==> src/logic/avb_stats_pkg.sv <==
// Purpose: Shared constants and carriers for the bridging rx stream and tx statistics
// Assumes: One clock domain, clk_sys, which is also the receive client clock
// Notes:   Vector bit layout follows the packed struct order, bit 31 first
package avb_stats_pkg;
  localparam int unsigned CLK_MHZ        = 25;
  localparam int unsigned DATA_W         = 8;
  localparam int unsigned FIFO_DEPTH     = 16;
  localparam int unsigned SYNC_STAGES    = 2;
  localparam int unsigned ADDR_BYTES     = 6;
  localparam int unsigned TYPE_HI_IDX    = 12;
  localparam int unsigned TYPE_LO_IDX    = 13;
  localparam logic [14:0] LEN_CEIL       = 15'h41c6; // 16838, above the 14-bit field
  localparam logic [13:0] LEN_FIELD_MAX  = 14'h3fff;
  localparam logic [15:0] CTRL_TYPE      = 16'h8808;
  localparam logic [15:0] VLAN_TYPE      = 16'h8100;
  localparam logic [7:0]  BCAST_BYTE     = 8'hff;
  localparam logic [3:0]  ATTEMPTS_FD    = 4'h0;
  localparam logic        CE_RST         = 1'b0;

  typedef struct packed {
    logic       last;
    logic       error;
    logic [7:0] data;
  } rx_word_t;

  typedef struct packed {
    logic        pause_sent;
    logic        byte_valid;
    logic        rsvd29;
    logic [3:0]  attempts;
    logic        rsvd24;
    logic        excess_col;
    logic        late_col;
    logic        defer_limit_flag;
    logic        deferred;
    logic        tagged_flag;
    logic [13:0] frame_len;
    logic        control;
    logic        underrun;
    logic        multicast;
    logic        broadcast;
    logic        sent_ok_flag;
  } tx_stats_t;

  localparam tx_stats_t STATS_RST = '0;
endpackage : avb_stats_pkg

==> src/logic/avb_rx_stream_and_tx_stats.sv <==
// Purpose: Bridging receive byte stream toward stream logic, and tx statistics vector
// Assumes: MAC client byte, enable and good/bad strobes are on clk_sys
// Notes:   Stream clock is clk_sys itself; the stream enable is avb_rx_ce
//
// Overview of operation
// Stream clock from rx clock, enable-qualified valid
// Enable every cycle gigabit, alternate at 100M
// Stream clock 125 MHz gigabit, 25 MHz 100M; here the stream clock is clk_sys at both rates
// Fresh byte on every valid cycle
// Partner cannot stall, always ready
// Valid low after penultimate until good/bad
// One enabled cycle with final byte, last
// Error high for bad, low for good
// Forward every address-matched frame, good or bad
// Tx vector of 32 bits, one cycle
// Vector only toward internal counters
// Half-duplex bits 28..20 driven zero
// Bit 31 marks requested pause frame
// Bit 30 follows byte transmission every cycle
// Reserved bits 29 and 24 zero
// Attempts field zero in full duplex
// Bit 19 VLAN tag when VLAN enabled
// Bits 18..5 byte length, saturating
// Bit 4 control type 0x8808
// Bit 3 underrun
// Bit 2 multicast, bit 1 broadcast
// Bit 0 sent without error
// One-cycle valid with the vector
`timescale 1ns/100ps

module avb_byte_fifo #(
  parameter int unsigned WIDTH = 10,
  parameter int unsigned DEPTH = 16
) (
  // Clock and reset
  input  wire logic             clk_sys,
  input  wire logic             rst,
  // Fill side
  input  wire logic             in_valid,
  output logic                  in_ready,
  input  wire logic [WIDTH-1:0] in_data,
  // Drain side
  output logic                  out_valid,
  input  wire logic             out_ready,
  output logic [WIDTH-1:0]      out_data
);
  localparam int unsigned AW = $clog2(DEPTH);
  logic [WIDTH-1:0] mem [DEPTH];
  logic [AW-1:0]    wr_reg;
  logic [AW-1:0]    rd_reg;
  logic [AW:0]      cnt_reg;
  logic             push;
  logic             pop;

  assign in_ready  = (cnt_reg != (AW+1)'(DEPTH));
  assign out_valid = (cnt_reg != '0);
  assign out_data  = mem[rd_reg];
  assign push      = in_valid && in_ready;
  assign pop       = out_valid && out_ready;

  always_ff @(posedge clk_sys) begin
    if (push) begin
      mem[wr_reg] <= in_data;
    end
  end

  always_ff @(posedge clk_sys) begin
    if (rst) begin
      wr_reg  <= '0;
      rd_reg  <= '0;
      cnt_reg <= '0;
    end else begin
      wr_reg  <= push ? AW'(wr_reg + 1'b1) : wr_reg;
      rd_reg  <= pop ? AW'(rd_reg + 1'b1) : rd_reg;
      cnt_reg <= (AW+1)'(cnt_reg + push - pop);
    end
  end
endmodule : avb_byte_fifo

module avb_rx_stream_and_tx_stats
  import avb_stats_pkg::*;
(
  // Clock and reset
  input  wire logic            clk_sys,
  input  wire logic            rst,
  // Link speed strap, from outside the domain
  input  wire logic            speed_gig,
  // Receive client side of the MAC
  input  wire logic [7:0]      rx_data,
  input  wire logic            rx_byte_en,
  input  wire logic            rx_addr_match,
  input  wire logic            rx_good,
  input  wire logic            rx_bad,
  // Bridging receive stream
  output logic                 avb_rx_ce,
  output logic                 avb_rx_valid,
  output logic [7:0]           avb_rx_data,
  output logic                 avb_rx_last,
  output logic                 avb_rx_error,
  output logic                 rx_overflow,
  // Transmit engine observation
  input  wire logic [7:0]      tx_data,
  input  wire logic            tx_byte_valid,
  input  wire logic            tx_frame_done,
  input  wire logic            tx_underrun,
  input  wire logic            tx_pause_sent,
  input  wire logic            tx_vlan_en,
  // Statistics toward internal counters
  output avb_stats_pkg::tx_stats_t tx_stats,
  output logic                 tx_stats_valid
);
  import avb_stats_pkg::*;

  logic [SYNC_STAGES-1:0] gig_sync_reg;
  logic                   ce_reg;
  logic                   ce_next;
  logic                   hold_valid_reg;
  logic [7:0]             hold_data_reg;
  logic                   in_frame_reg;
  logic                   fifo_in_valid;
  logic                   fifo_in_ready;
  rx_word_t               fifo_in;
  logic                   fifo_out_valid;
  rx_word_t               fifo_out;
  logic                   pop;
  logic                   valid_reg;
  logic [7:0]             data_reg;
  logic                   last_reg;
  logic                   error_reg;
  logic                   ovf_reg;
  logic                   rx_end;

  // Speed pin is asynchronous to the client clock
  always_ff @(posedge clk_sys) begin
    if (rst) begin
      gig_sync_reg <= '0;
    end else begin
      gig_sync_reg <= {gig_sync_reg[0], speed_gig};
    end
  end

  // At 100M the enable alternates; the stream clock is clk_sys at either rate
  assign ce_next = gig_sync_reg[1] ? 1'b1 : ~ce_reg;
  always_ff @(posedge clk_sys) begin
    if (rst) begin
      ce_reg <= CE_RST;
    end else begin
      ce_reg <= ce_next;
    end
  end

  // Newest byte is held back so the last one can wait for the verdict
  assign rx_end        = in_frame_reg && (rx_good || rx_bad);
  assign fifo_in_valid = (rx_byte_en && rx_addr_match && hold_valid_reg) || rx_end;
  assign fifo_in.data  = hold_data_reg;
  assign fifo_in.last  = rx_end;
  assign fifo_in.error = rx_end && rx_bad;

  always_ff @(posedge clk_sys) begin
    if (rst) begin
      hold_valid_reg <= 1'b0;
      hold_data_reg  <= '0;
      in_frame_reg   <= 1'b0;
    end else if (rx_end) begin
      hold_valid_reg <= 1'b0;
      in_frame_reg   <= 1'b0;
    end else if (rx_byte_en && rx_addr_match) begin
      hold_valid_reg <= 1'b1;
      hold_data_reg  <= rx_data;
      in_frame_reg   <= 1'b1;
    end
  end

  // The partner cannot stall, so a full buffer can only be reported
  always_ff @(posedge clk_sys) begin
    if (rst) begin
      ovf_reg <= 1'b0;
    end else begin
      ovf_reg <= fifo_in_valid && !fifo_in_ready;
    end
  end

  avb_byte_fifo #(
    .WIDTH ($bits(rx_word_t)),
    .DEPTH (FIFO_DEPTH)
  ) u_fifo (
    .clk_sys   (clk_sys),
    .rst       (rst),
    .in_valid  (fifo_in_valid),
    .in_ready  (fifo_in_ready),
    .in_data   (fifo_in),
    .out_valid (fifo_out_valid),
    .out_ready (ce_next),
    .out_data  (fifo_out)
  );

  assign pop = ce_next && fifo_out_valid;

  always_ff @(posedge clk_sys) begin
    if (rst) begin
      valid_reg <= 1'b0;
      data_reg  <= '0;
      last_reg  <= 1'b0;
      error_reg <= 1'b0;
    end else begin
      valid_reg <= pop;
      data_reg  <= pop ? fifo_out.data : data_reg;
      last_reg  <= pop && fifo_out.last;
      error_reg <= pop && fifo_out.last && fifo_out.error;
    end
  end

  assign avb_rx_ce    = ce_reg;
  assign avb_rx_valid = valid_reg;
  assign avb_rx_data  = data_reg;
  assign avb_rx_last  = last_reg;
  assign avb_rx_error = error_reg;
  assign rx_overflow  = ovf_reg;

  // Transmit statistics, built by watching the bytes going out
  logic [14:0] len_reg;
  logic        mcast_reg;
  logic        bcast_reg;
  logic [7:0]  type_hi_reg;
  logic        ctrl_reg;
  logic        vlan_reg;
  tx_stats_t   stats_reg;
  tx_stats_t   stats_next;
  logic        stats_valid_reg;
  logic [15:0] type_word;

  assign type_word = {type_hi_reg, tx_data};

  always_ff @(posedge clk_sys) begin
    if (rst || tx_frame_done) begin
      len_reg     <= '0;
      mcast_reg   <= 1'b0;
      bcast_reg   <= 1'b1;
      type_hi_reg <= '0;
      ctrl_reg    <= 1'b0;
      vlan_reg    <= 1'b0;
    end else if (tx_byte_valid) begin
      len_reg <= (len_reg >= LEN_CEIL) ? LEN_CEIL : 15'(len_reg + 1'b1);
      if (len_reg == '0) begin
        mcast_reg <= tx_data[0];
      end
      if (len_reg < 15'(ADDR_BYTES)) begin
        bcast_reg <= bcast_reg && (tx_data == BCAST_BYTE);
      end
      if (len_reg == 15'(TYPE_HI_IDX)) begin
        type_hi_reg <= tx_data;
      end
      if (len_reg == 15'(TYPE_LO_IDX)) begin
        ctrl_reg <= (type_word == CTRL_TYPE);
        vlan_reg <= (type_word == VLAN_TYPE);
      end
    end
  end

  always_comb begin
    stats_next                  = stats_reg;
    stats_next.byte_valid       = tx_byte_valid;
    stats_next.rsvd29           = 1'b0;
    stats_next.rsvd24           = 1'b0;
    stats_next.attempts         = ATTEMPTS_FD;
    stats_next.excess_col       = 1'b0;
    stats_next.late_col         = 1'b0;
    stats_next.defer_limit_flag = 1'b0;
    stats_next.deferred         = 1'b0;
    if (tx_frame_done) begin
      stats_next.pause_sent   = tx_pause_sent;
      stats_next.tagged_flag  = vlan_reg && tx_vlan_en;
      stats_next.frame_len    = (len_reg > 15'(LEN_FIELD_MAX)) ? LEN_FIELD_MAX
                                                               : len_reg[13:0];
      stats_next.control      = ctrl_reg;
      stats_next.underrun     = tx_underrun;
      stats_next.multicast    = mcast_reg && !bcast_reg;
      stats_next.broadcast    = bcast_reg && (len_reg >= 15'(ADDR_BYTES));
      stats_next.sent_ok_flag = !tx_underrun;
    end
  end

  // Vector leaves only toward the counter block, never a register map
  always_ff @(posedge clk_sys) begin
    if (rst) begin
      stats_reg       <= STATS_RST;
      stats_valid_reg <= 1'b0;
    end else begin
      stats_reg       <= stats_next;
      stats_valid_reg <= tx_frame_done;
    end
  end

  assign tx_stats       = stats_reg;
  assign tx_stats_valid = stats_valid_reg;
endmodule : avb_rx_stream_and_tx_stats

==> config.mk <==
export PLATFORM = sky130hd
export DESIGN_NAME = avb_rx_stream_and_tx_stats
export DESIGN_NICKNAME = d
export VERILOG_FILES = /design/src/logic/avb_stats_pkg.sv /design/src/logic/avb_rx_stream_and_tx_stats.sv
export SDC_FILE = /design/constraint.sdc
export NUM_CORES = 1
export LEC_CHECK = 0
export ABC_CLOCK_PERIOD_IN_PS = 3050
export BUFFER_PORTS_ARGS = -buffer_cell sky130_fd_sc_hd__buf_2
export CELL_PAD_IN_SITES_DETAIL_PLACEMENT = 1
export CELL_PAD_IN_SITES_GLOBAL_PLACEMENT = 2
export CORE_MARGIN = 2
export CORE_UTILIZATION = 43
export CTS_CLUSTER_DIAMETER = 40
export DETAILED_ROUTE_END_ITERATION = 8
export PLACE_DENSITY_LB_ADDON = 0.05
export RECOVER_POWER = 25
export SETUP_SLACK_MARGIN = 0.5
export SKIP_CTS_REPAIR_TIMING = 1
export SYNTH_ARGS = -nofsm -noshare
export SYNTH_HDL_FRONTEND = slang
export SYNTH_HIERARCHICAL = 1
export SYNTH_SLANG_ARGS = --single-unit
==> constraint.sdc <==
create_clock -name clk_sys -period 3.05 [get_ports clk_sys]
set_clock_uncertainty 0.2 [all_clocks]
set_input_delay 0.61 -clock clk_sys [delete_from_list [all_inputs] [get_ports clk_sys]]
set_output_delay 0.61 -clock clk_sys [all_outputs]
set_load 0.1 [all_outputs]
# Word-level counts from Yosys, hierarchy flattened
# Memories as Yosys holds them, arrays and structs flattened. A register that Yosys moved wholly into a read port is not among the register bits.
# Cells that the tools add are included.
# Widths: inputs -> output; s select.
# classes
addsub	5
magnitude_cmp	4
eq_ne	6
muxes	7
bitwise_logic	2
n_reduce_logical	27
# ops
cell	count
$eq 16x16->1 const B	2
$eq 15x4->1 const B	2
$add 15x1->15 const B	1
$ge 15x15->1 const B	1
$ge 15x3->1 const B	1
$gt 15x14->1 const B	1
$logic_not 15->1	1
$lt 15x3->1 const B	1
$mux 15	1
$mux 14	1
$logic_and 1x1->1	13
$reduce_and 2->1	5
$add 4x1->4 const B	2
$eq 8x8->1 const B	1
$mux 4	2
$add 5x1->5	1
$ne 5x5->1 const B	1
$reduce_bool 5->1	1
$sub 5x1->5	1
$logic_not 1->1	3
$logic_or 1x1->1	3
$mux 1	3
$not 1->1	2
$reduce_or 2->1	1
# totals
register_bits	97
ramBits	160
inputBits	28
out_inout_bits	46
elab_cells	87
n_memories	1
# memory_table
name	words	width	rd	rd_clocked_by_memory_dff	write_ports	line_no	source
u_fifo.mem	16	10	1	1	1	avb_rx_stream_and_tx_stats.sv:48	logic [WIDTH-1:0] mem [DEPTH];

# Depth between registers and ports, before layout
# Gate-level depths: netlist of run 1.
# logic_depth
depth_word	6
mapped_depth	15
mapped_depth_nobuf	14

# Cells and area by module
# Netlist of run 1, hierarchy kept.
# modules_own_cells
mod	instances	cells_each	area_each_um2	seq_area_each_um2
avb_byte_fifo	1	356	6980.4	5144.9
avb_rx_stream_and_tx_stats	1	345	3066.7	1481.4

# Least setup slack after synthesis of run 1
# Ideal clock, no wire load.
# synth_timing
path_type	flip-flop to flip-flop
start	register ce_reg (netlist: avb_rx_ce)
end	register u_fifo.cnt_reg[4]
setup_ns	0.117
arrival_ns	2.751
t_required_ns	2.733
setup_slack_ns	-0.018
stages_incl_launch_ff	14
path_buffers	1
synth_period_minus_slack_ns	3.068
cell_sequence	dfxtp_1 -> nand2b_1 -> clkbuf_1 -> nand2_2 -> inv_1 -> ha_1 -> inv_1 -> ha_1 -> inv_1 -> fa_1 -> nor2b_1 -> o21bai_1 -> a21oi_1 -> nor3b_1
# synth_between
elab_chain_len	4
# synth_rtl
item	line_no	source
from (decl)	avb_rx_stream_and_tx_stats.sv:115	logic ce_reg;
from (signal assigned)	avb_rx_stream_and_tx_stats.sv:148	ce_reg <= ce_next;
$not 1->1	avb_rx_stream_and_tx_stats.sv:143	assign ce_next = gig_sync_reg[1] ? 1'b1 : ~ce_reg;
$mux 1	avb_rx_stream_and_tx_stats.sv:143	
net ce_next	avb_rx_stream_and_tx_stats.sv:116	logic ce_next;
$logic_and 1x1->1	avb_rx_stream_and_tx_stats.sv:59	assign pop = out_valid && out_ready;
$sub 5x1->5	avb_rx_stream_and_tx_stats.sv:75	cnt_reg <= (AW+1)'(cnt_reg + push - pop);
to (signal assigned)	avb_rx_stream_and_tx_stats.sv:75	
to (decl)	avb_rx_stream_and_tx_stats.sv:51	logic [AW:0] cnt_reg;
# The timed path passes the listed nets, and every way through them passes these cells.
# A chain may end at the register's enable or synchronous reset.

# Worst setup path after layout of run 1
# layout_timing
start	register u_fifo.cnt_reg[2]
end	register u_fifo.cnt_reg[4]
# layout_between
word_cells_on_any_way	6
classes_between	add/sub: 2; eq/ne: 1; reduce/logical: 3
# layout_rtl
item	line_no	source
$reduce_bool 5->1	avb_rx_stream_and_tx_stats.sv:56	assign out_valid = (cnt_reg != '0);
net fifo_out_valid	avb_rx_stream_and_tx_stats.sv:123	logic fifo_out_valid;
$logic_and 1x1->1	avb_rx_stream_and_tx_stats.sv:59	
$sub 5x1->5	avb_rx_stream_and_tx_stats.sv:75	
# The timed path passes the listed nets, and every way through them passes these cells.

==> flow_summary.json, run 1 <==
{
  "grt_use_met2": 0.364,
  "antenna_cells": 0,
  "irDropWorstVdd_mv": 0.472,
  "maxSlewViolCount": 0,
  "crit_start": "u_fifo/cnt_reg[2]$_SDFF_PP0_",
  "synth_area_um2": 10000,
  "maxCapViolations": 0,
  "synth-edff-count": 160,
  "ant_nets": 0,
  "clk_pin_slew_ps": 50,
  "stdcell_count": 1139,
  "grt_pass1_vias": 6628,
  "tns_ps": 0,
  "crit_path_max_fanout": 3,
  "num_rows": 55,
  "initial_core_util": 0.441,
  "die_h_um": 157,
  "hpwl_um": 16200,
  "die-area_um2": 24600,
  "grtUsageMet3": 0.0457,
  "crit_arrival_ps": 2870,
  "grt_pass1_wl_um": 38800,
  "p_per_area_nw_per_um2": 880,
  "die_w_um": 157,
  "reg2reg_from": "u_fifo/cnt_reg[2]$_SDFF_PP0_",
  "async_reset_ff_frac": 0,
  "relSlewSlack": 0.0434,
  "routed_wirelength_um": 25100,
  "grt_most_used_layer": "met2",
  "rsz0062_at_grt": "true",
  "fp.coreArea_um2": 22800,
  "clk_latency_ps": 510,
  "antenna_found_initial": 0,
  "nets": 841,
  "drtPass1Iterations": 4,
  "port_buffers": 63,
  "ys_warn_count": 6,
  "drive_above_1_share": 0.270,
  "syn_to_final_growth_pct": 22.3,
  "synth-seq-cells": 251,
  "routabilityCongestion": 0.778,
  "yosysUniqueCellTypes": 59,
  "io-pin-count": 74,
  "avgSynthCellArea_um2": 14.3,
  "cts_buffers": 38,
  "cts_root_buffer": "clkbuf_16",
  "clk_path_buf_depth": 3,
  "tightestPinTransition_ps": 1430,
  "period_share": 0.897,
  "largest_reg_flops": 160,
  "fin_crit_ps": 2740,
  "dr_total_vias": 6241,
  "min_from": "tx_underrun",
  "drt-initial-drc-count": 322,
  "wire_per_inst_um": 22.1,
  "hold_slack_ps": 111,
  "layout_common_cells": "160 x edfxtp_1, 87 x dfxtp_1, 62 x buf_2, 61 x nor2_1, 39 x clkbuf_16",
  "grt_start_max_net_pins": 61,
  "use_met1": 0.269,
  "crit_required_ps": 3190,
  "final_common_cell": "edfxtp_1",
  "htreeDepth": 2,
  "cts_tree": "yes",
  "gr-total-overflow": 0,
  "path_class": "reg -> reg",
  "crit_path_start_kind": "flop",
  "hp-class": "in -> reg",
  "syn_inst": 701,
  "end_kind": "flop",
  "ys.flop_type": "edfxtp_1",
  "fin_util": 0.539,
  "ys_seq_area_frac": 0.660,
  "fmax_mhz": 366,
  "final-hold-violation-count": 0,
  "p_leak_nw": 4.39,
  "grtUsageTotal": 0.211,
  "viasPerCell": 5.48,
  "setup_viol": 0,
  "placed_cells": 1065,
  "drc": 0,
  "cts.sinks": 251,
  "status": "finished, final reports clean"
}
[final cells by class]
cell class | count | area (um2)
sequential | 251 | 6630
clock inverter | 26 | 384
inverter | 21 | 81.3
fill | 2214 | 10500
timing repair buffer | 97 | 592
clock buffer | 43 | 1010
multi-input combinational | 388 | 3190
tap | 313 | 392
[worst max-delay path, cell delays in order (launching register included)]
cell and delay, ps:
dfxtp_2 330, inv_2 80, ha_4 120, or4b_4 470, nand2_4 80, inv_2 40
ha_4 210, inv_4 50, ha_4 120, inv_2 40, fa_2 360, nor2b_2 150
o21bai_2 100, a21oi_2 160, nor3b_2 60
[cell usage after synthesis, types with 10 or more instances]
master | count | share of area
a21oi_1 | 33 | 0.016
a22oi_1 | 20 | 0.015
and2_1 | 13 | 0.0081
buf_1 | 10 | 0.0037
buf_4 | 15 | 0.011
clkbuf_1 | 17 | 0.0064
dfxtp_1 | 91 | 0.18
edfxtp_1 | 160 | 0.48
ha_1 | 15 | 0.019
inv_1 | 21 | 0.0078
mux2i_1 | 12 | 0.012
mux4_1 | 12 | 0.031
mux4_2 | 28 | 0.063
nand2_1 | 33 | 0.012
nand3_1 | 18 | 0.0090
nand4_1 | 16 | 0.010
nor2_1 | 61 | 0.023
o21ai_0 | 14 | 0.0070
o22ai_1 | 10 | 0.0062
xnor2_1 | 11 | 0.0096
[power by group]
group          switching [mW]  internal [mW]
Sequential              0.161           3.76
Combinational            1.34          0.820
Clock                    1.57           3.16
Total                    3.07           7.74
[stage by stage]
stage          area, um2  setup slack [ps]  power, mW
2_1_floorplan      10100               297       5.53
3_3_place_gp       10800               220       5.97
3_5_place_dp       10800               126       6.02
4_1_cts            12200               121       10.8
5_1_grt            12300               213       11.2
6_report           12300               314       10.8
[per-layer routing]
metal  share of wire  wire, um
met1            0.42     10600
met4           0.019       484
met2            0.51     12800
met3           0.049      1230
met5               0         0
[logic make-up (layout without fill, tap and decap cells)]
logic type / count (synthesis) / after routing / share of synthesized area
compound gates: 95 / 95 / 0.0585
xor+xnor: 18 / 18 / 0.0157
fa+ha+maj: 16 / 16 / 0.0207
buf+inv: 71 / 187 / 0.0364
flops: 251 / 251 / 0.660
mux: 52 / 52 / 0.106
other cells: 1 / 10 / 0.000373
simple gates: 197 / 197 / 0.103
[path summary, 6_finish.rpt]
kind,end,slack [ps],cells after the start
setup / recovery,u_fifo/cnt_reg[4]$_SDFF_PP0_,310,14
hold / removal,tx_stats[0]$_SDFFE_PP0P_,110,2
setup reg to reg,u_fifo/cnt_reg[4]$_SDFF_PP0_,310,14
hold reg to reg,gig_sync_reg[1]$_SDFF_PP0_,250,1
No activity file was read; power rests on OpenSTA's default activity.
==> run 2: changes to the inputs <==
--- a/config.mk
+++ b/config.mk
@@ -7,11 +7,12 @@
 export LEC_CHECK = 0
 export ABC_CLOCK_PERIOD_IN_PS = 3050
 export BUFFER_PORTS_ARGS = -buffer_cell sky130_fd_sc_hd__buf_2
-export CELL_PAD_IN_SITES_DETAIL_PLACEMENT = 1
-export CELL_PAD_IN_SITES_GLOBAL_PLACEMENT = 2
+export CELL_PAD_IN_SITES_DETAIL_PLACEMENT = 0
+export CELL_PAD_IN_SITES_GLOBAL_PLACEMENT = 1
 export CORE_MARGIN = 2
-export CORE_UTILIZATION = 43
+export CORE_UTILIZATION = 50
 export CTS_CLUSTER_DIAMETER = 40
+export CTS_CLUSTER_SIZE = 28
 export DETAILED_ROUTE_END_ITERATION = 8
 export PLACE_DENSITY_LB_ADDON = 0.05
 export RECOVER_POWER = 25
==> flow_summary.json, run 2 (synthesis gave the netlist of run 1 again) <==
{
  "grt_pass1_wl_um": 34900,
  "placed_cells": 1016,
  "drtPass1Iterations": 5,
  "r2r_end": "u_fifo/cnt_reg[4]$_SDFF_PP0_",
  "layout_common_cells": "160 x edfxtp_1, 87 x dfxtp_1, 63 x buf_2, 61 x nor2_1, 37 x clkbuf_16",
  "reg2reg_from": "u_fifo/cnt_reg[3]$_SDFF_PP0_",
  "tightestPinTransition_ps": 1290,
  "combPwrFrac": 0.206,
  "num_rows": 51,
  "cts_tree": "yes",
  "grt_start_max_net_pins": 61,
  "final-hold-violation-count": 0,
  "fmax_mhz": 358,
  "routabilityCongestion": 0.821,
  "clk_pin_slew_ps": 60,
  "viasPerCell": 5.63,
  "hold_depth": 2,
  "stdcell_count": 1084,
  "antenna_found_initial": 0,
  "p_per_area_nw_per_um2": 850,
  "end_kind": "flop",
  "irDropWorstVdd_mv": 0.513,
  "gr-total-overflow": 0,
  "die_w_um": 146,
  "path_class": "reg -> reg",
  "swShare": 0.284,
  "maxCapViolations": 0,
  "routed_wirelength_um": 22200,
  "final_common_cell": "edfxtp_1",
  "largest_reg_flops": 160,
  "p_int_mw": 7.34,
  "p_leak_nw": 4.31,
  "rrSetupSlack_ps": 260,
  "seqPwrFrac": 0.382,
  "whs_endpoint": "tx_stats[0]$_SDFFE_PP0P_",
  "grtUsageTotal": 0.213,
  "dr_total_vias": 6105,
  "fp.coreArea_um2": 19600,
  "port_buffers": 63,
  "period_share": 0.915,
  "ant_nets": 0,
  "drc": 0,
  "r2r_cells": 14,
  "drt-initial-drc-count": 276,
  "cts.sinks": 251,
  "setup_viol": 0,
  "syn_to_final_growth_pct": 20.1,
  "hp-class": "in -> reg",
  "drive_above_1_share": 0.265,
  "io-pin-count": 74,
  "crit_required_ps": 3190,
  "htreeDepth": 2,
  "crit_path_max_fanout": 2,
  "hpwl_um": 14400,
  "nets": 837,
  "fin_crit_ps": 2790,
  "antenna_cells": 0,
  "cts_root_buffer": "clkbuf_16",
  "p_clk_frac": 0.412,
  "crit_path_start_kind": "flop",
  "crit_arrival_ps": 2930,
  "grt_pass1_vias": 6199,
  "wire_per_inst_um": 20.5,
  "cts_buffers": 35,
  "status": "finished, final reports clean",
  "power.switching_mw": 2.92,
  "clk_latency_ps": 500,
  "tns_ps": 0,
  "rsz0062_at_grt": "true",
  "maxSlewViolCount": 0,
  "die_h_um": 146,
  "relSlewSlack": 0.141,
  "clk_path_buf_depth": 3,
  "initial_core_util": 0.513,
  "die-area_um2": 21200,
  "min_from": "tx_underrun"
}
## run 2: critical path, stage by stage, from the launching register on
cell      delay, ps
dfxtp_2         330
inv_2            90
ha_4            140
or4b_4          480
nand2_4          80
inv_2            40
ha_4            200
inv_2            60
ha_4            120
inv_2            40
fa_2            370
nor2b_2         150
o21bai_1        110
a21oi_1         180
nor3b_2          60
## run 2: how the worst max path moves through the flow
stage / start / endpoint / slack [ps]
finish: u_fifo/cnt_reg[3]$_SDFF_PP0_ / u_fifo/cnt_reg[4]$_SDFF_PP0_ / 260
global route: u_fifo/cnt_reg[3]$_SDFF_PP0_ / u_fifo/cnt_reg[4]$_SDFF_PP0_ / 190
CTS: u_fifo/cnt_reg[3]$_SDFF_PP0_ / u_fifo/cnt_reg[4]$_SDFF_PP0_ / 80
detailed placement: u_fifo/cnt_reg[3]$_SDFF_PP0_ / u_fifo/cnt_reg[4]$_SDFF_PP0_ / 100
global placement: rx_byte_en / u_fifo/cnt_reg[4]$_SDFF_PP0_ / 200
floorplan: u_fifo/cnt_reg[3]$_SDFF_PP0_ / u_fifo/cnt_reg[4]$_SDFF_PP0_ / 300
## run 2: power groups by stage
stage / sequential, mW / clock (mW) / combinational [mW]
2_1_floorplan: 4.36 / 0 / 1.18
3_3_place_gp: 3.98 / 0 / 1.96
3_5_place_dp: 3.98 / 0 / 1.99
4_1_cts: 3.92 / 4.31 / 2.01
5_1_grt: 3.95 / 4.46 / 2.25
6_report: 3.92 / 4.22 / 2.11
## run 2: per-layer routing
metal	global-route usage	up-vias	wire, um
met4	0.0608	0	457
met1	0.273	3080	9370
met5	0	-	0
met3	0.0408	38	959
li1	-	2825	-
met2	0.371	162	11400
## run 2: final cells by class
class                   count  area [um2]
clock buffers              41         941
clock inverters            22         305
fillers                  1525        7530
inverters                  21        78.8
multi-input cells         388        3190
flip-flops and latches    251        6630
well taps                 265         332
repair buffers             96         582
## run 2: per-stage QoR
stage | power [mW] | instance area, um2 | util | hold slack [ps] | setup WS (ps)
2_1_floorplan | 5.53 | 10100 | - | 214 | 297
3_3_place_gp | 5.94 | 10700 | 0.547 | 234 | 196
3_5_place_dp | 5.98 | 10700 | 0.547 | 224 | 99.8
4_1_cts | 10.2 | 12000 | 0.610 | 95.0 | 77.9
5_1_grt | 10.7 | 12100 | 0.616 | 122 | 192
6_report | 10.3 | 12100 | 0.616 | 111 | 258
==> run 3: changes to the inputs <==
--- a/config.mk
+++ b/config.mk
@@ -6,7 +6,6 @@
 export NUM_CORES = 1
 export LEC_CHECK = 0
 export ABC_CLOCK_PERIOD_IN_PS = 3050
-export BUFFER_PORTS_ARGS = -buffer_cell sky130_fd_sc_hd__buf_2
 export CELL_PAD_IN_SITES_DETAIL_PLACEMENT = 0
 export CELL_PAD_IN_SITES_GLOBAL_PLACEMENT = 1
 export CORE_MARGIN = 2
@@ -14,6 +13,7 @@
 export CTS_CLUSTER_DIAMETER = 40
 export CTS_CLUSTER_SIZE = 28
 export DETAILED_ROUTE_END_ITERATION = 8
+export DONT_BUFFER_PORTS = 1
 export PLACE_DENSITY_LB_ADDON = 0.05
 export RECOVER_POWER = 25
 export SETUP_SLACK_MARGIN = 0.5
==> flow_summary.json, run 3 (synthesis gave the netlist of run 1 again) <==
{
  "grt_pass1_vias": 5899,
  "drive_above_1_share": 0.198,
  "die_w_um": 146,
  "slowest_delay_ps": 480,
  "tightestPinTransition_ps": 1790,
  "fin_util": 0.610,
  "port_buffers": 0,
  "layout_common_cells": "160 x edfxtp_1, 87 x dfxtp_1, 61 x nor2_1, 37 x clkbuf_16, 33 x nand2_1",
  "grtUsageTotal": 0.210,
  "fillers": 1515,
  "grt_pass1_wl_um": 34500,
  "status": "finished with violations",
  "htreeDepth": 2,
  "critPathSlowestCell": "or4b_4",
  "largest_reg_flops": 160,
  "syn_to_final_growth_pct": 18.9,
  "clk_pin_slew_ps": 50,
  "period_share": 0.920,
  "crit_family": "adder cells",
  "fin_crit_ps": 2810,
  "ant_nets": 0,
  "hold_slack_ps": 7.75,
  "die-area_um2": 21200,
  "antenna_cells": 0,
  "setup_viol": 0,
  "preCtsSetupSlack_ps": 168,
  "maxSlewViolCount": 34,
  "end_kind": "flop",
  "layout_setup_ws_ps": 244,
  "final_common_cell": "edfxtp_1",
  "crit_arrival_ps": 2910,
  "cts_tree": "yes",
  "gr-total-overflow": 0,
  "grt_start_max_net_pins": 62,
  "p_leak_nw": 4.14,
  "total_power_mw": 10.2,
  "antenna_found_initial": 0,
  "violations": "capacitance limit, slew limit",
  "drc": 0,
  "seqCellArea_um2": 6630,
  "clk_latency_ps": 500,
  "hp-class": "in -> reg",
  "crit_buf_inv": 4,
  "io-pin-count": 74,
  "relSlewSlack": -0.192,
  "path_cells": "inv_2 > ha_4 > or4b_4 > nand2_4 > inv_4 > ha_4 > inv_2 > ha_4 > inv_2 > fa_2 > nor2b_2 > o21bai_1 > a21oi_1 > nor3b_2",
  "fmax_mhz": 356,
  "nets": 794,
  "initial_core_util": 0.513,
  "routabilityCongestion": 0.780,
  "irDropWorstVdd_mv": 0.467,
  "crit_path_start_kind": "flop",
  "cts_buffers": 35,
  "path_class": "reg -> reg",
  "die_h_um": 146,
  "hpwl_um": 14500,
  "crit_path_max_fanout": 3,
  "drt-initial-drc-count": 327,
  "final-hold-violation-count": 0,
  "multi_input_area_um2": 3200,
  "viasPerCell": 5.71,
  "cts.sinks": 251,
  "maxCapViolations": 1,
  "cts_root_buffer": "clkbuf_16",
  "routed_wirelength_um": 22400,
  "dr_total_vias": 5946,
  "rsz0062_at_grt": "true",
  "clk_path_buf_depth": 3,
  "p_per_area_nw_per_um2": 853,
  "crit_required_ps": 3160,
  "wire_per_inst_um": 21.5,
  "num_rows": 51,
  "tns_ps": 0,
  "drtPass1Iterations": 5,
  "fp.coreArea_um2": 19600
}
==> run 3: cell type report <==
class,count,share of cell area
sequential,251,0.555
multi-input combinational,388,0.268
clock buffer,42,0.0791
timing repair buffer,53,0.0397
tap,265,0.0278
clock inverter,21,0.0240
inverter,21,0.00681
==> run 3: power breakdown <==
group	internal, mW	total, mW	switching, mW
registers	3.76	4.19	0.429
clock network	2.74	4.19	1.45
logic	0.821	1.82	0.996
total	7.32	10.2	2.87
==> run 3: worst paths after layout <==
check / from / endpoint / slack, ps / cells after the start
max reg2reg: u_fifo/cnt_reg[3]$_SDFF_PP0_ / u_fifo/cnt_reg[4]$_SDFF_PP0_ / 240 / 14
min: rst / u_fifo/rd_reg[1]$_SDFFE_PP0N_ / 8 / 1
max: u_fifo/cnt_reg[3]$_SDFF_PP0_ / u_fifo/cnt_reg[4]$_SDFF_PP0_ / 240 / 14
min reg2reg: type_hi_reg[7]$_SDFFE_PP0P_ / type_hi_reg[7]$_SDFFE_PP0P_ / 270 / 2
==> run 3: per-layer routing <==
| metal | routed length (um) | global-route usage | share of wire |
|---|---|---|---|
| met1 | 9180 | 0.272 | 0.41 |
| met2 | 11400 | 0.357 | 0.51 |
| met3 | 1280 | 0.0486 | 0.057 |
| met4 | 479 | 0.0598 | 0.021 |
| met5 | 0 | 0 | 0 |
==> run 3: worst register-to-register path, stage by stage, from the launching register on <==
cell and delay [ps]:
dfxtp_2 320, inv_2 80, ha_4 140, or4b_4 480, nand2_4 100, inv_4 40, ha_4 210, inv_2 60
ha_4 120, inv_2 40, fa_2 370, nor2b_2 150, o21bai_1 110, a21oi_1 170, nor3b_2 60
==> run 3: stage by stage <==
stage / std cells / cell area [um2]
global route: 1041 / 11900
global placement: 950 / 10400
detailed placement: 950 / 10400
CTS: 1013 / 11600
finish: 1041 / 11900
floorplan: 710 / 10100
